[config.mk]
export PLATFORM = sky130hd
export DESIGN_NAME = timer_count_pulse_unit
export DESIGN_NICKNAME = d
export VERILOG_FILES = /design/src/rtl/tcpu_pkg.sv /design/src/rtl/timer_count_pulse_unit.sv
export SDC_FILE = /design/constraint.sdc
export NUM_CORES = 1
export LEC_CHECK = 0
export BUFFER_PORTS_ARGS = -buffer_cell sky130_fd_sc_hd__buf_4
export CELL_PAD_IN_SITES_DETAIL_PLACEMENT = 1
export CELL_PAD_IN_SITES_GLOBAL_PLACEMENT = 1
export CORE_MARGIN = 2
export CORE_UTILIZATION = 46
export DETAILED_ROUTE_END_ITERATION = 7
export PLACE_DENSITY = 0.88
export SYNTH_ARGS = -nofsm -noshare
export SYNTH_HDL_FRONTEND = slang
export SYNTH_SLANG_ARGS = --single-unit
export TNS_END_PERCENT = 30
[constraint.sdc]
create_clock -name clk -period 5.6 [get_ports clk]
set_input_delay 1.12 -clock clk [delete_from_list [all_inputs] [get_ports clk]]
set_output_delay 1.12 -clock clk [all_outputs]
set_load 0.02 [all_outputs]
[src/rtl/tcpu_pkg.sv]
package tcpu_pkg;

    // ------------------------------------------------------------------
    // Register map (word indices; byte address is index times four).
    // ------------------------------------------------------------------
    localparam logic [3:0] ADDR_CTRL = 4'h0;
    localparam logic [3:0] ADDR_PERIOD = 4'h1;
    localparam logic [3:0] ADDR_COMPARE = 4'h2;
    localparam logic [3:0] ADDR_COUNT = 4'h3;
    localparam logic [3:0] ADDR_CAPTURE = 4'h4;
    localparam logic [3:0] ADDR_STATUS = 4'h5;
    localparam logic [3:0] ADDR_MASK = 4'h6;
    localparam logic [3:0] ADDR_DEADBAND = 4'h7;
    localparam int ADDR_W = 6;
    localparam int WORD_LSB = 2;

    // ------------------------------------------------------------------
    // Field layout of the control register.
    // ------------------------------------------------------------------
    localparam int CTRL_EN = 0;
    localparam int CTRL_MODE_LO = 1;
    localparam int CTRL_CMP_LO = 3;
    localparam int CTRL_TC_CMPL = 6;
    localparam int CTRL_CLK_LO = 7;
    localparam int CTRL_START = 9;
    localparam int CTRL_W = 9;

    // Status and mask bit positions.
    localparam int ST_TC = 0;
    localparam int ST_CMP = 1;
    localparam int ST_CAP = 2;
    localparam int ST_W = 3;

    localparam logic [15:0] PERIOD_RST = 16'hFFFF;
    localparam logic [15:0] COMPARE_RST = 16'h8000;
    localparam logic [15:0] COUNT_ZERO = 16'h0000;
    localparam logic [7:0] DEADBAND_RST = 8'h00;
    localparam logic [7:0] DB_ZERO = 8'h00;
    localparam logic [7:0] DB_ONE = 8'h01;
    localparam logic [15:0] COUNT_ONE = 16'h0001;

    // ------------------------------------------------------------------
    // Types.
    // ------------------------------------------------------------------
    typedef enum logic [1:0] {
        MODE_FREE,
        MODE_ONESHOT,
        MODE_GATED
    } mode_t;

    typedef enum logic [2:0] {
        CMP_LT,
        CMP_LTE,
        CMP_EQ,
        CMP_GTE,
        CMP_GT
    } cmp_t;

    typedef enum logic [1:0] {
        CLK_SYS,
        CLK_DIV2,
        CLK_DIV4,
        CLK_EXT
    } clk_sel_t;

    typedef struct packed {
        logic enable;
        logic reload;
        logic capture;
        logic kill;
        logic ext_tick;
    } route_in_t;

    typedef struct packed {
        logic compare;
        logic terminal;
        logic pwm_hi;
        logic pwm_lo;
    } route_out_t;

endpackage : tcpu_pkg

[src/rtl/timer_count_pulse_unit.sv]
// Design decisions made here: register access over Avalon-MM and the address map.
`timescale 1ns/100ps

// Functional notes
// - Sixteen-bit counter counts down only, on the selected clock.
// - Compare output from counter vs compare value: LT, LTE, EQ, GTE, GT.
// - Period loaded on start, on the routed reload input, and at terminal count in free-run and gated modes.
// - Interrupt sources terminal count, compare true, capture, each maskable.
// - One-shot runs one period and then stops without reloading.
// - Gated mode decrements only while routed enable is high.
// - Compare, terminal count outputs, interrupt; terminal may carry inverted compare.
// - Kill forces comparator-driven outputs inactive while asserted.
// - Capture event stores full counter value in a capture register.
// - Complementary PWM pair with programmable deadband.
// - Counting clock selectable; routed inputs and outputs via fabric.
// - Free-run, one-shot and gated modes chosen by configuration.
module timer_count_pulse_unit (
    // Clock and reset.
    input wire logic clk,
    input wire logic rst,
    // Avalon-MM slave.
    input wire logic [tcpu_pkg::ADDR_W-1:0] avs_address,
    input wire logic avs_read,
    input wire logic avs_write,
    input wire logic [31:0] avs_writedata,
    output logic [31:0] avs_readdata,
    output logic avs_waitrequest,
    // Routing fabric.
    input wire tcpu_pkg::route_in_t route_in,
    output tcpu_pkg::route_out_t route_out,
    // Interrupt.
    output logic irq
);

    // ------------------------------------------------------------------
    // Input synchronisers: three stages, a change counts when 2 and 3 agree.
    // ------------------------------------------------------------------
    tcpu_pkg::route_in_t s1_r;
    tcpu_pkg::route_in_t s2_r;
    tcpu_pkg::route_in_t s3_r;
    tcpu_pkg::route_in_t in_r;
    tcpu_pkg::route_in_t in_prev_r;

    // Routed signals may come straight from pins on another clock, so every
    // bit is resynchronised; the cost is four cycles of input latency.
    always_ff @(posedge clk or posedge rst) begin
        if (rst) begin
            s1_r <= '0;
            s2_r <= '0;
            s3_r <= '0;
        end else begin
            s1_r <= route_in;
            s2_r <= s1_r;
            s3_r <= s2_r;
        end
    end

    // Filtered value follows only when the last two stages agree.
    always_ff @(posedge clk or posedge rst) begin
        if (rst) begin
            in_r <= '0;
            in_prev_r <= '0;
        end else begin
            if (s2_r == s3_r) begin
                in_r <= s3_r;
            end
            in_prev_r <= in_r;
        end
    end

    // Rising edges of routed events; each is seen exactly once.
    // Levels that stay high do not retrigger, so a slow source that holds
    // its line for many cycles still produces a single event.
    function automatic logic edge_rise(input logic now_v, input logic was_v);
        edge_rise = now_v & ~was_v;
    endfunction : edge_rise

    logic reload_ev;
    logic capture_ev;
    logic tick_ev;
    assign reload_ev = edge_rise(in_r.reload, in_prev_r.reload);
    assign capture_ev = edge_rise(in_r.capture, in_prev_r.capture);
    assign tick_ev = edge_rise(in_r.ext_tick, in_prev_r.ext_tick);

    // ------------------------------------------------------------------
    // Registers.
    // ------------------------------------------------------------------
    logic [tcpu_pkg::CTRL_W-1:0] ctrl_r;
    logic [15:0] period_r;
    logic [15:0] compare_r;
    logic [15:0] count_r;
    logic [15:0] capture_r;
    logic [tcpu_pkg::ST_W-1:0] status_r;
    logic [tcpu_pkg::ST_W-1:0] mask_r;
    logic [7:0] deadband_r;
    logic running_r;
    logic [1:0] div_r;
    logic ack_r;

    tcpu_pkg::mode_t mode;
    tcpu_pkg::cmp_t cmp_sel;
    tcpu_pkg::clk_sel_t clk_sel;
    assign mode = tcpu_pkg::mode_t'(ctrl_r[tcpu_pkg::CTRL_MODE_LO +: 2]);
    assign cmp_sel = tcpu_pkg::cmp_t'(ctrl_r[tcpu_pkg::CTRL_CMP_LO +: 3]);
    assign clk_sel = tcpu_pkg::clk_sel_t'(ctrl_r[tcpu_pkg::CTRL_CLK_LO +: 2]);

    // ------------------------------------------------------------------
    // Register bus.
    // ------------------------------------------------------------------
    // Bus decode. Every access takes one wait cycle, so read data comes
    // from a flop and side effects happen exactly once.
    // A master that holds its request past the cycle with wait low would
    // start a second access; the handshake leaves that to the master.
    logic [3:0] widx;
    logic wr_go;
    logic rd_go;
    assign widx = avs_address[tcpu_pkg::ADDR_W-1:tcpu_pkg::WORD_LSB];
    assign wr_go = avs_write & ack_r;
    assign rd_go = avs_read & ack_r;
    assign avs_waitrequest = (avs_read | avs_write) & ~ack_r;

    always_ff @(posedge clk or posedge rst) begin
        if (rst) begin
            ack_r <= 1'b0;
        end else begin
            ack_r <= (avs_read | avs_write) & ~ack_r;
        end
    end

    // The start bit is not stored: writing it loads the period once and
    // sets the run flag. A reload edge in the same cycle loads the same value.
    logic start_wr;
    assign start_wr = wr_go && widx == tcpu_pkg::ADDR_CTRL
        && avs_writedata[tcpu_pkg::CTRL_START];

    always_ff @(posedge clk or posedge rst) begin
        if (rst) begin
            ctrl_r <= '0;
            period_r <= tcpu_pkg::PERIOD_RST;
            compare_r <= tcpu_pkg::COMPARE_RST;
            mask_r <= '0;
            deadband_r <= tcpu_pkg::DEADBAND_RST;
        end else if (wr_go) begin
            case (widx)
                tcpu_pkg::ADDR_CTRL: ctrl_r <= avs_writedata[tcpu_pkg::CTRL_W-1:0];
                tcpu_pkg::ADDR_PERIOD: period_r <= avs_writedata[15:0];
                tcpu_pkg::ADDR_COMPARE: compare_r <= avs_writedata[15:0];
                tcpu_pkg::ADDR_MASK: mask_r <= avs_writedata[tcpu_pkg::ST_W-1:0];
                tcpu_pkg::ADDR_DEADBAND: deadband_r <= avs_writedata[7:0];
                default: ;
            endcase
        end
    end

    // ------------------------------------------------------------------
    // Clock source selection: count strobe per selected source.
    // ------------------------------------------------------------------
    always_ff @(posedge clk or posedge rst) begin
        if (rst) begin
            div_r <= 2'h0;
        end else begin
            div_r <= div_r + 2'h1;
        end
    end

    // Divided sources are strobes on the system clock, not derived clocks, so
    // the whole block stays in one domain. The divider runs freely, so the
    // first strobe after a start may come early by up to one source period.
    logic clk_tick;
    always_comb begin
        case (clk_sel)
            tcpu_pkg::CLK_SYS: clk_tick = 1'b1;
            tcpu_pkg::CLK_DIV2: clk_tick = div_r[0];
            tcpu_pkg::CLK_DIV4: clk_tick = &div_r;
            tcpu_pkg::CLK_EXT: clk_tick = tick_ev;
            default: clk_tick = 1'b0;
        endcase
    end

    // ------------------------------------------------------------------
    // Counter.
    // ------------------------------------------------------------------
    logic enabled;
    logic step;
    logic at_tc;
    assign enabled = ctrl_r[tcpu_pkg::CTRL_EN];
    // Gated mode also needs the enable input; other modes ignore it.
    assign step = enabled && running_r && clk_tick
        && (mode != tcpu_pkg::MODE_GATED || in_r.enable);
    // Terminal count is the tick taken at zero, so one cycle lasts the period
    // value plus one ticks.
    assign at_tc = count_r == tcpu_pkg::COUNT_ZERO;

    always_ff @(posedge clk or posedge rst) begin
        if (rst) begin
            count_r <= tcpu_pkg::COUNT_ZERO;
            running_r <= 1'b0;
        end else if (start_wr || reload_ev) begin
            count_r <= period_r;
            running_r <= 1'b1;
        end else if (step) begin
            if (at_tc) begin
                // One-shot parks at zero; a new start write or reload edge
                // is the only way to run it again.
                if (mode == tcpu_pkg::MODE_ONESHOT) begin
                    running_r <= 1'b0;
                end else begin
                    count_r <= period_r;
                end
            end else begin
                count_r <= count_r - tcpu_pkg::COUNT_ONE;
            end
        end
    end

    logic tc_ev;
    assign tc_ev = step && at_tc;

    // ------------------------------------------------------------------
    // Compare, capture and outputs.
    // ------------------------------------------------------------------
    function automatic logic cmp_eval(input tcpu_pkg::cmp_t sel, input logic [15:0] a,
                                      input logic [15:0] b);
        case (sel)
            tcpu_pkg::CMP_LT: cmp_eval = a < b;
            tcpu_pkg::CMP_LTE: cmp_eval = a <= b;
            tcpu_pkg::CMP_EQ: cmp_eval = a == b;
            tcpu_pkg::CMP_GTE: cmp_eval = a >= b;
            tcpu_pkg::CMP_GT: cmp_eval = a > b;
            default: cmp_eval = 1'b0;
        endcase
    endfunction : cmp_eval

    logic cmp_raw;
    assign cmp_raw = enabled && cmp_eval(cmp_sel, count_r, compare_r);

    // ------------------------------------------------------------------
    // Capture.
    // ------------------------------------------------------------------
    // The value taken is the count as the synchronised edge arrives, which
    // lags the event on the line by the synchroniser latency.
    always_ff @(posedge clk or posedge rst) begin
        if (rst) begin
            capture_r <= tcpu_pkg::COUNT_ZERO;
        end else if (capture_ev) begin
            capture_r <= count_r;
        end
    end

    // ------------------------------------------------------------------
    // Complementary outputs.
    // ------------------------------------------------------------------
    // Deadband: after either phase drops, both stay low for deadband_r cycles.
    // A compare that toggles faster than the deadband keeps both phases low.
    logic [7:0] db_cnt_r;
    logic cmp_q_r;
    always_ff @(posedge clk or posedge rst) begin
        if (rst) begin
            db_cnt_r <= tcpu_pkg::DB_ZERO;
            cmp_q_r <= 1'b0;
        end else begin
            cmp_q_r <= cmp_raw;
            if (cmp_raw != cmp_q_r) begin
                db_cnt_r <= deadband_r;
            end else if (db_cnt_r != tcpu_pkg::DB_ZERO) begin
                db_cnt_r <= db_cnt_r - tcpu_pkg::DB_ONE;
            end
        end
    end

    logic db_hold;
    assign db_hold = (cmp_raw != cmp_q_r && deadband_r != tcpu_pkg::DB_ZERO)
        || db_cnt_r > tcpu_pkg::DB_ONE;

    // All routed outputs are registered so that downstream logic sees no
    // glitches from the comparator; they lag the count by one cycle.
    always_ff @(posedge clk or posedge rst) begin
        if (rst) begin
            route_out <= '0;
        end else begin
            // Kill overrides everything the comparator drives.
            route_out.compare <= cmp_raw & ~in_r.kill;
            route_out.terminal <= ctrl_r[tcpu_pkg::CTRL_TC_CMPL]
                ? (~cmp_raw & enabled & ~in_r.kill) : tc_ev;
            route_out.pwm_hi <= cmp_raw & ~db_hold & ~in_r.kill;
            route_out.pwm_lo <= enabled & ~cmp_raw & ~db_hold & ~in_r.kill;
        end
    end

    // ------------------------------------------------------------------
    // Interrupt status: sticky, cleared by reading; a new event wins.
    // ------------------------------------------------------------------
    // A compare event is the rising edge of the condition, so a level that
    // stays true raises the status bit only once per crossing.
    logic [tcpu_pkg::ST_W-1:0] ev_vec;
    logic cmp_prev_r;
    always_ff @(posedge clk or posedge rst) begin
        if (rst) begin
            cmp_prev_r <= 1'b0;
        end else begin
            cmp_prev_r <= cmp_raw;
        end
    end
    always_comb begin
        ev_vec = '0;
        ev_vec[tcpu_pkg::ST_TC] = tc_ev;
        ev_vec[tcpu_pkg::ST_CMP] = edge_rise(cmp_raw, cmp_prev_r);
        ev_vec[tcpu_pkg::ST_CAP] = capture_ev;
    end

    always_ff @(posedge clk or posedge rst) begin
        if (rst) begin
            status_r <= '0;
        end else if (rd_go && widx == tcpu_pkg::ADDR_STATUS) begin
            // Only bits that the read returned are cleared: an event that
            // lands after the data was latched, or in this very cycle, stays.
            status_r <= (status_r & ~avs_readdata[tcpu_pkg::ST_W-1:0]) | ev_vec;
        end else begin
            status_r <= status_r | ev_vec;
        end
    end

    // The request is a level: it stays high until software reads the status
    // or masks the cause, so no event is lost between two interrupts.
    assign irq = |(status_r & mask_r);

    // ------------------------------------------------------------------
    // Read mux.
    // ------------------------------------------------------------------
    always_ff @(posedge clk or posedge rst) begin
        if (rst) begin
            avs_readdata <= '0;
        // Data is latched in the first cycle of a read; the control word
        // returns its low byte with the run flag above it.
        end else if (avs_read & ~ack_r) begin
            case (widx)
                tcpu_pkg::ADDR_CTRL: avs_readdata <= {23'h0, running_r, ctrl_r[7:0]};
                tcpu_pkg::ADDR_PERIOD: avs_readdata <= {16'h0, period_r};
                tcpu_pkg::ADDR_COMPARE: avs_readdata <= {16'h0, compare_r};
                tcpu_pkg::ADDR_COUNT: avs_readdata <= {16'h0, count_r};
                tcpu_pkg::ADDR_CAPTURE: avs_readdata <= {16'h0, capture_r};
                tcpu_pkg::ADDR_STATUS: avs_readdata <= {29'h0, status_r};
                tcpu_pkg::ADDR_MASK: avs_readdata <= {29'h0, mask_r};
                tcpu_pkg::ADDR_DEADBAND: avs_readdata <= {24'h0, deadband_r};
                default: avs_readdata <= '0;
            endcase
        end
    end

endmodule : timer_count_pulse_unit
### Word level (Yosys, flattened, before mapping)

Cells that the tools add are included.

* add/sub/neg operators: 3
* order comparisons: 5
* equality and inequality tests: 20
* multiplexer cells: 15
* bitwise operators: 29
* reduce and logical (&&, ||, !) cells: 31

Operators by type and width (count)
* 16-bit case mux with 8 select lines: 1
* 16-bit two-way mux: 4
* 16-bit equality test: 1
* 4-bit by 3-bit equality test with 1-bit output, second input constant: 4
* 16-bit >= comparator: 1
* 16-bit greater-than comparator: 1
* 16-bit <= comparator: 1
* 16-bit zero test: 1
* 16-bit < comparator: 1
* 8-bit two-way mux: 2
* 8-bit nonzero test: 2
* 16-bit by 1-bit subtractor with 16-bit output, second input constant: 1
* 1-bit bitwise AND: 15
* 2-bit AND reduction: 7
* 1-bit logical AND: 9
* 4-bit by 2-bit equality test with 1-bit output, second input constant: 2
* 8-bit by 1-bit greater-than comparator with 1-bit output, second input constant: 1
* 1-bit inverter: 8
* 2-bit nonzero test: 4
* 8-bit by 1-bit subtractor with 8-bit output, second input constant: 1
* 3-bit bitwise AND: 2
* 3-bit by 2-bit equality test with 1-bit output, second input constant: 2
* 3-bit bitwise OR: 2
* 5-bit equality test: 1
* other kinds (21): 29

* register bits after elaboration: 159
* input port bits: 47
* output and inout port bits: 38
* word-level logic and storage cells: 144

### Depth between registers and ports, before layout

* depth after elaboration: 9
* depth in mapped cells: 12

### Worst setup path before layout

OpenSTA, ideal clock, no wires.

* path type: flip-flop to flip-flop
* start: reg compare_r[15]
* end: reg db_cnt_r[0]
* arrival: 3147 ps
* required time: 5475 ps
* path slack: 2329 ps
* cell stages (with the launch flop): 12
* path buffers: 1
* clock period less this slack: 3271 ps
* path through: dfstp_2 -> inv_1 -> ha_1 -> nand4_1 -> or4_1 -> a31oi_1 -> o31ai_1 -> mux2i_1 -> nor2b_1 -> ha_1 -> clkbuf_1 -> mux2_2

* longest elaborated chain between the ends: 5
* elaborated cells between the ends (all ways): 10
* classes of those cells: order compare: 4; eq/ne: 2; mux: 2; reduce/logical: 2

Ends and longest elaborated chain
* start: declaration: RTL line timer_count_pulse_unit.sv:90 `logic [15:0] compare_r;`
* start signal: assignment: RTL line timer_count_pulse_unit.sv:140 `compare_r <= tcpu_pkg::COMPARE_RST;`
* start signal: assignment: RTL line timer_count_pulse_unit.sv:147 `tcpu_pkg::ADDR_COMPARE: compare_r <= avs_writedata[15:0];`
* 16-bit greater-than comparator (tied with other cells): RTL line timer_count_pulse_unit.sv:229 `tcpu_pkg::CMP_GT: cmp_eval = a > b;`
* 1-bit case mux with 5 select lines (*): RTL line timer_count_pulse_unit.sv:224 `case (sel)`
* 1-bit logical AND (*): RTL line timer_count_pulse_unit.sv:235 `assign cmp_raw = enabled && cmp_eval(cmp_sel, count_r, compare_r);`
* named net cmp_raw: RTL line timer_count_pulse_unit.sv:234 `logic cmp_raw;`
* 1-bit inequality test (*): RTL line timer_count_pulse_unit.sv:263 `if (cmp_raw != cmp_q_r) begin`
* 8-bit two-way mux / 2-bit nonzero test (equally long branches)
* end signal: assignment: RTL line timer_count_pulse_unit.sv:259 `db_cnt_r <= tcpu_pkg::DB_ZERO;`
* end signal: assignment: RTL line timer_count_pulse_unit.sv:264 `db_cnt_r <= deadband_r;`
* end signal: assignment: RTL line timer_count_pulse_unit.sv:266 `db_cnt_r <= db_cnt_r - tcpu_pkg::DB_ONE;`
* end: declaration: RTL line timer_count_pulse_unit.sv:255 `logic [7:0] db_cnt_r;`

The timed path passes the listed nets; every way through them passes the cells marked *.
A chain may end at the register's enable or synchronous reset.

### Worst setup path after layout

* start: reg count_r[15]
* end: reg route_out[0] (netlist bit)

* longest elaborated chain between the ends: 9
* elaborated cells between the ends (all ways): 15
* classes of those cells: order compare: 4; eq/ne: 2; mux: 1; bitwise: 5; reduce/logical: 3

Ends and longest elaborated chain
* start: declaration: RTL line timer_count_pulse_unit.sv:91 `logic [15:0] count_r;`
* start signal: assignment: RTL line timer_count_pulse_unit.sv:196 `count_r <= tcpu_pkg::COUNT_ZERO;`
* start signal: assignment: RTL line timer_count_pulse_unit.sv:199 `count_r <= period_r;`
* start signal: assignment: RTL line timer_count_pulse_unit.sv:208 `count_r <= period_r;`
* 16-bit greater-than comparator (tied with other cells): RTL line timer_count_pulse_unit.sv:229
* 1-bit case mux with 5 select lines (*): RTL line timer_count_pulse_unit.sv:224
* 1-bit logical AND (*): RTL line timer_count_pulse_unit.sv:235
* named net cmp_raw: RTL line timer_count_pulse_unit.sv:234
* 1-bit inequality test: RTL line timer_count_pulse_unit.sv:272 `assign db_hold = (cmp_raw != cmp_q_r && deadband_r != tcpu_pkg::DB_ZERO)`
* 1-bit logical AND: RTL line timer_count_pulse_unit.sv:272
* 1-bit logical OR: RTL line timer_count_pulse_unit.sv:273 `|| db_cnt_r > tcpu_pkg::DB_ONE;`
* 1-bit inverter: RTL line timer_count_pulse_unit.sv:286 `route_out.pwm_lo <= enabled & ~cmp_raw & ~db_hold & ~in_r.kill;`
* 1-bit bitwise AND (*) (2 in a row): RTL line timer_count_pulse_unit.sv:286
* end: declaration: RTL line timer_count_pulse_unit.sv:30 `output tcpu_pkg::route_out_t route_out,`

Marks and branches as above.

==> summary.md <==
| Metric | Value |
|---|---|
| Post-synth top area cell | dfrtp_1 |
| Reg2Reg Setup Slack | 1.65 ns |
| Number of violations of the max-capacitance limit | 1 |
| Total power density per cell area | 499 nW/um2 |
| Critical path's most frequent cell | ha_1 |
| Worst-case vdd ir drop | 0.000272 V |
| Minimum setup slack after placement | 1.83 ns |
| Async set-reset flop share out of synthesis | 100% |
| Routed Antenna Nets | 0 |
| Sw Share | 36.6% |
| Maximum number of pins on one net before global-route repair | 117 |
| Number of instances in the synthesized netlist | 659 |
| Reg2reg end | route_out[0] |
| Register cell area after layout | 3600 um2 |
| Post-detailed-routing wire length | 21100 um |
| RSZ-0062 raised after global routing | false |
| Total DRC errors in the routed layout | 0 |
| Global route overflow | 0 |
| Worst hold path cell count | 0 |
| Number of buffers inserted to repair setup after CTS | 0 |
| GPL Wtd Cong | 0.869 |
| Final Skew | 0.0143 ns |
| TritonCTS clock tree | yes |
| FF-to-FF Start | count_r[15] |
| Maximum single-stage delay on the critical path | 0.64 ns |
| Worst setup EP type | register |
| Post-route total power | 4.05 mW |
| Share of final-layout standard cells stronger than drive strength 1 | 25.0% |
| Most repeated cell in the gate-level netlist after synthesis | dfrtp_1 |
| Worst-skew pair later-pin latency | 0.44 ns |
| First-pass GRT wire length | 33700 um |
| Area of the die | 16300 um2 |
| Sw power | 1.48 mW |
| Worst reg-to-reg path cell count | 10 |
| Synthesized flop and latch total | 143 |
| Violations in the final reports | capacitance limit |
| Count of flip-flops with a built-in enable after synthesis | 0 |
| Number of hold buffers added after CTS | 0 |
| Worst max-slew margin expressed relative to the limit | 1.62% |
| Post-route clock period utilization | 70.5% |
| Tmin final | 3.95 ns |
| Post-synthesis cell area | 7050 um2 |
| Hold Crit Class | register to register |
| Clk pwr share | 29.1% |
| Top FF cell, synth | dfrtp_1 |
| Worst path cell trace | ha_1 -> nand4_1 -> or4_1 -> a31oi_1 -> o31ai_1 -> mux2i_1 -> nor2b_1 -> ha_1 -> a21oi_1 -> nor3b_1 |
| Setup TNS after final layout | 0 ns |
| Total GRT Usage | 27.3% |
| Core area | 15100 um2 |
| Number of warning messages in the yosys log | 0 |
| DRT iter0 DRCs | 504 |
| TritonCTS Buffers | 17 |
| Area used by multi-input combinational logic | 3140 um2 |
| Endpoint with the worst hold slack | s2_r[1] |
| Run status | finished with violations |
| Sequential share of power | 40.9% |
| Clock sinks | 143 |
| Floorplan die height | 128 um |
| Commonest cells in the netlist | 126 x dfrtp_1, 65 x mux2_2, 54 x nand2_1 |
| Post-Syn Area per Cell | 10.7 um2 |
| Layout fillers | 1609 |
| Hold path startpoint | s1_r[1] |
| Diode count | 0 |
| Slew at the pin closest to its max-slew limit | 1.46 ns |
| Cell variety after synth | 63 |
| CTS Root Buffer Type | clkbuf_16 |
| Total leakage power | 3.59 nW |
| P&R area growth vs syn | 15.2% |
| Count of input and output buffers | 50 |
| Routed wire per std cell | 23.4 um |
| Data arrival time of the critical path | 4.28 ns |
| Clock tree buffer depth | 2 |
| Number of hold-slack violations in the final timing report | 0 |
| Fraction of the yosys area taken by sequential cells | 51.0% |
| Post-layout worst setup margin | 1.65 ns |
| Top-level I/O count | 85 |
| Resized Gates After CTS | 0 |
| Worst Path Class, Setup | register to register |
| Top post-synthesis cells by area | dfrtp_1 45%, mux2_2 10%, dfstp_2 6.3%, ha_1 3.7%, o21ai_0 3.7% |
| Highest clock rate | 0.253 GHz |
| # H-tree levels | 4 |
| DR pass1 iterations | 6 |
| Share of power burned in combinational logic | 30.0% |
| Worst-path clk slew | 0.06 ns |
| Effective utilization at floorplan | 46.7% |
| Horizontal die dimension | 128 um |
| Final slew viol count | 0 |
| Final net count | 770 |
| Vias after detailed routing | 5575 |
| Standard cell with the maximum stage delay on the critical path | or4_1 |
| Mean number of vias per cell | 6.17 |
| # setup viols final | 0 |
| Critical Path Start | count_r[15] |
| Standard-cell row count | 45 |
| Largest driver fanout on the critical path | 13 |
| Worst path required time | 5.93 ns |
| Antenna violations before repair | 0 |
| Internal power | 2.57 mW |
| Portion of synthesized cell area occupied by the leading cell type | 44.7% |
| Vias in the first global route | 6041 |
| Startpoint class of the critical path | register |
| Placed wire-length estimate | 13800 um |
through the flow:
| stage | utilization, % | hold slack, ns | std cells | cell area (um2) |
|---|---|---|---|---|
| finish | 53.8 | 0.349 | 903 | 8120 |
| global route | 53.8 | 0.359 | 903 | 8120 |
| CTS | 53.8 | 0.350 | 903 | 8120 |
| detailed placement | 49.8 | 0.336 | 871 | 7510 |
| global placement | 49.8 | 0.331 | 871 | 7510 |
| floorplan | - | 0.331 | 674 | 7110 |
critical path, delay by kind of cell, from the launching register on:
family	cells	cell delay [ns]
flip-flops	1	0.54
adder cells (fa/ha/maj)	2	1.06
AO/OA/AOI/OAI	3	0.50
multiplexers	1	0.41
AND/OR/NAND/NOR	4	1.34
metal layers:
metal | track usage, % | routed length (um) | vias to the layer above
met5 | 0 | 0 | -
met4 | 11.5 | 724 | 0
met1 | 33.2 | 8540 | 2837
met3 | 7.93 | 1380 | 64
li1 | - | - | 2450
met2 | 45.5 | 10500 | 224
state kept, by name, indices dropped and copies added, names as in the netlist:
register,flops
compare_r,16
count_r,16
s3_r,5
div_r,2
mask_r,3
running_r,1
in_r,5
deadband_r,8
capture_r,16
status_r,3
s1_r,5
in_prev_r,3
ack_r,1
route_out,4
ctrl_r,9
period_r,16
avs_readdata,16
cmp_prev_r,1
db_cnt_r,8
s2_r,5
worst max-delay path by stage:
stage,cells past startpoint,slack (ns),to
2_1_floorplan,1,0.67,ack_r
3_3_place_gp,9,1.98,db_cnt_r[0]
3_5_place_dp,9,1.83,db_cnt_r[0]
4_1_cts,10,1.67,route_out[0]
5_1_grt,10,1.43,route_out[0]
6_report,10,1.65,route_out[0]
area by class of cell:
class	count	share of cell area, %
multi-input combinational	455	38.6
clock buffer	20	5.62
sequential	143	44.3
tap	188	2.90
clock inverter	12	1.93
inverter	29	1.40
timing repair buffer	56	5.18
power groups by stage:
stage / clock network, mW / logic (mW) / registers (mW)
floorplan: 0 / 0.867 / 1.55
global route: 1.24 / 1.33 / 1.69
global placement: 0 / 1.08 / 1.61
detailed placement: 0 / 1.17 / 1.65
finish: 1.18 / 1.22 / 1.66
CTS: 1.19 / 1.21 / 1.64
cells by family (layout without fill, tap and decap cells):
family,after synthesis,in the layout,synth area share (%)
other,1,16,0.0532
xor gates and xnor gates,6,6,0.745
adders and majority gates,21,21,3.73
AOI/OAI and AO/OA,166,166,15.7
and+or+nand+nor,172,172,11.8
buffers and inverters,76,117,5.25
muxes,74,74,11.7
DFF,143,143,51.0
layout by cell type, fill, tap and decap left out, types with 3 or more instances in the layout:
master / instances
xnor2_1: 3
mux2_2: 65
o21a_1: 3
nand2b_1: 4
ha_1: 21
a221oi_1: 14
conb_1: 16
nor2_1: 42
a211oi_1: 3
a22o_1: 10
a22oi_1: 10
nor4_1: 7
inv_1: 28
and2_1: 4
clkbuf_16: 17
a221o_1: 3
a21o_1: 6
nand2_1: 54
xor2_1: 3
clkinvlp_4: 4
buf_4: 56
o22ai_1: 3
nand3_1: 10
nor3_1: 24
dfstp_2: 17
mux2i_1: 8
a222oi_1: 4
o21ai_0: 52
nor3b_1: 3
nor2b_1: 6
a21oi_1: 36
nand4_1: 6
dfrtp_1: 126
bufinv_16: 3
inv_6: 3
Note: power is estimated with default switching activity, not from simulation.
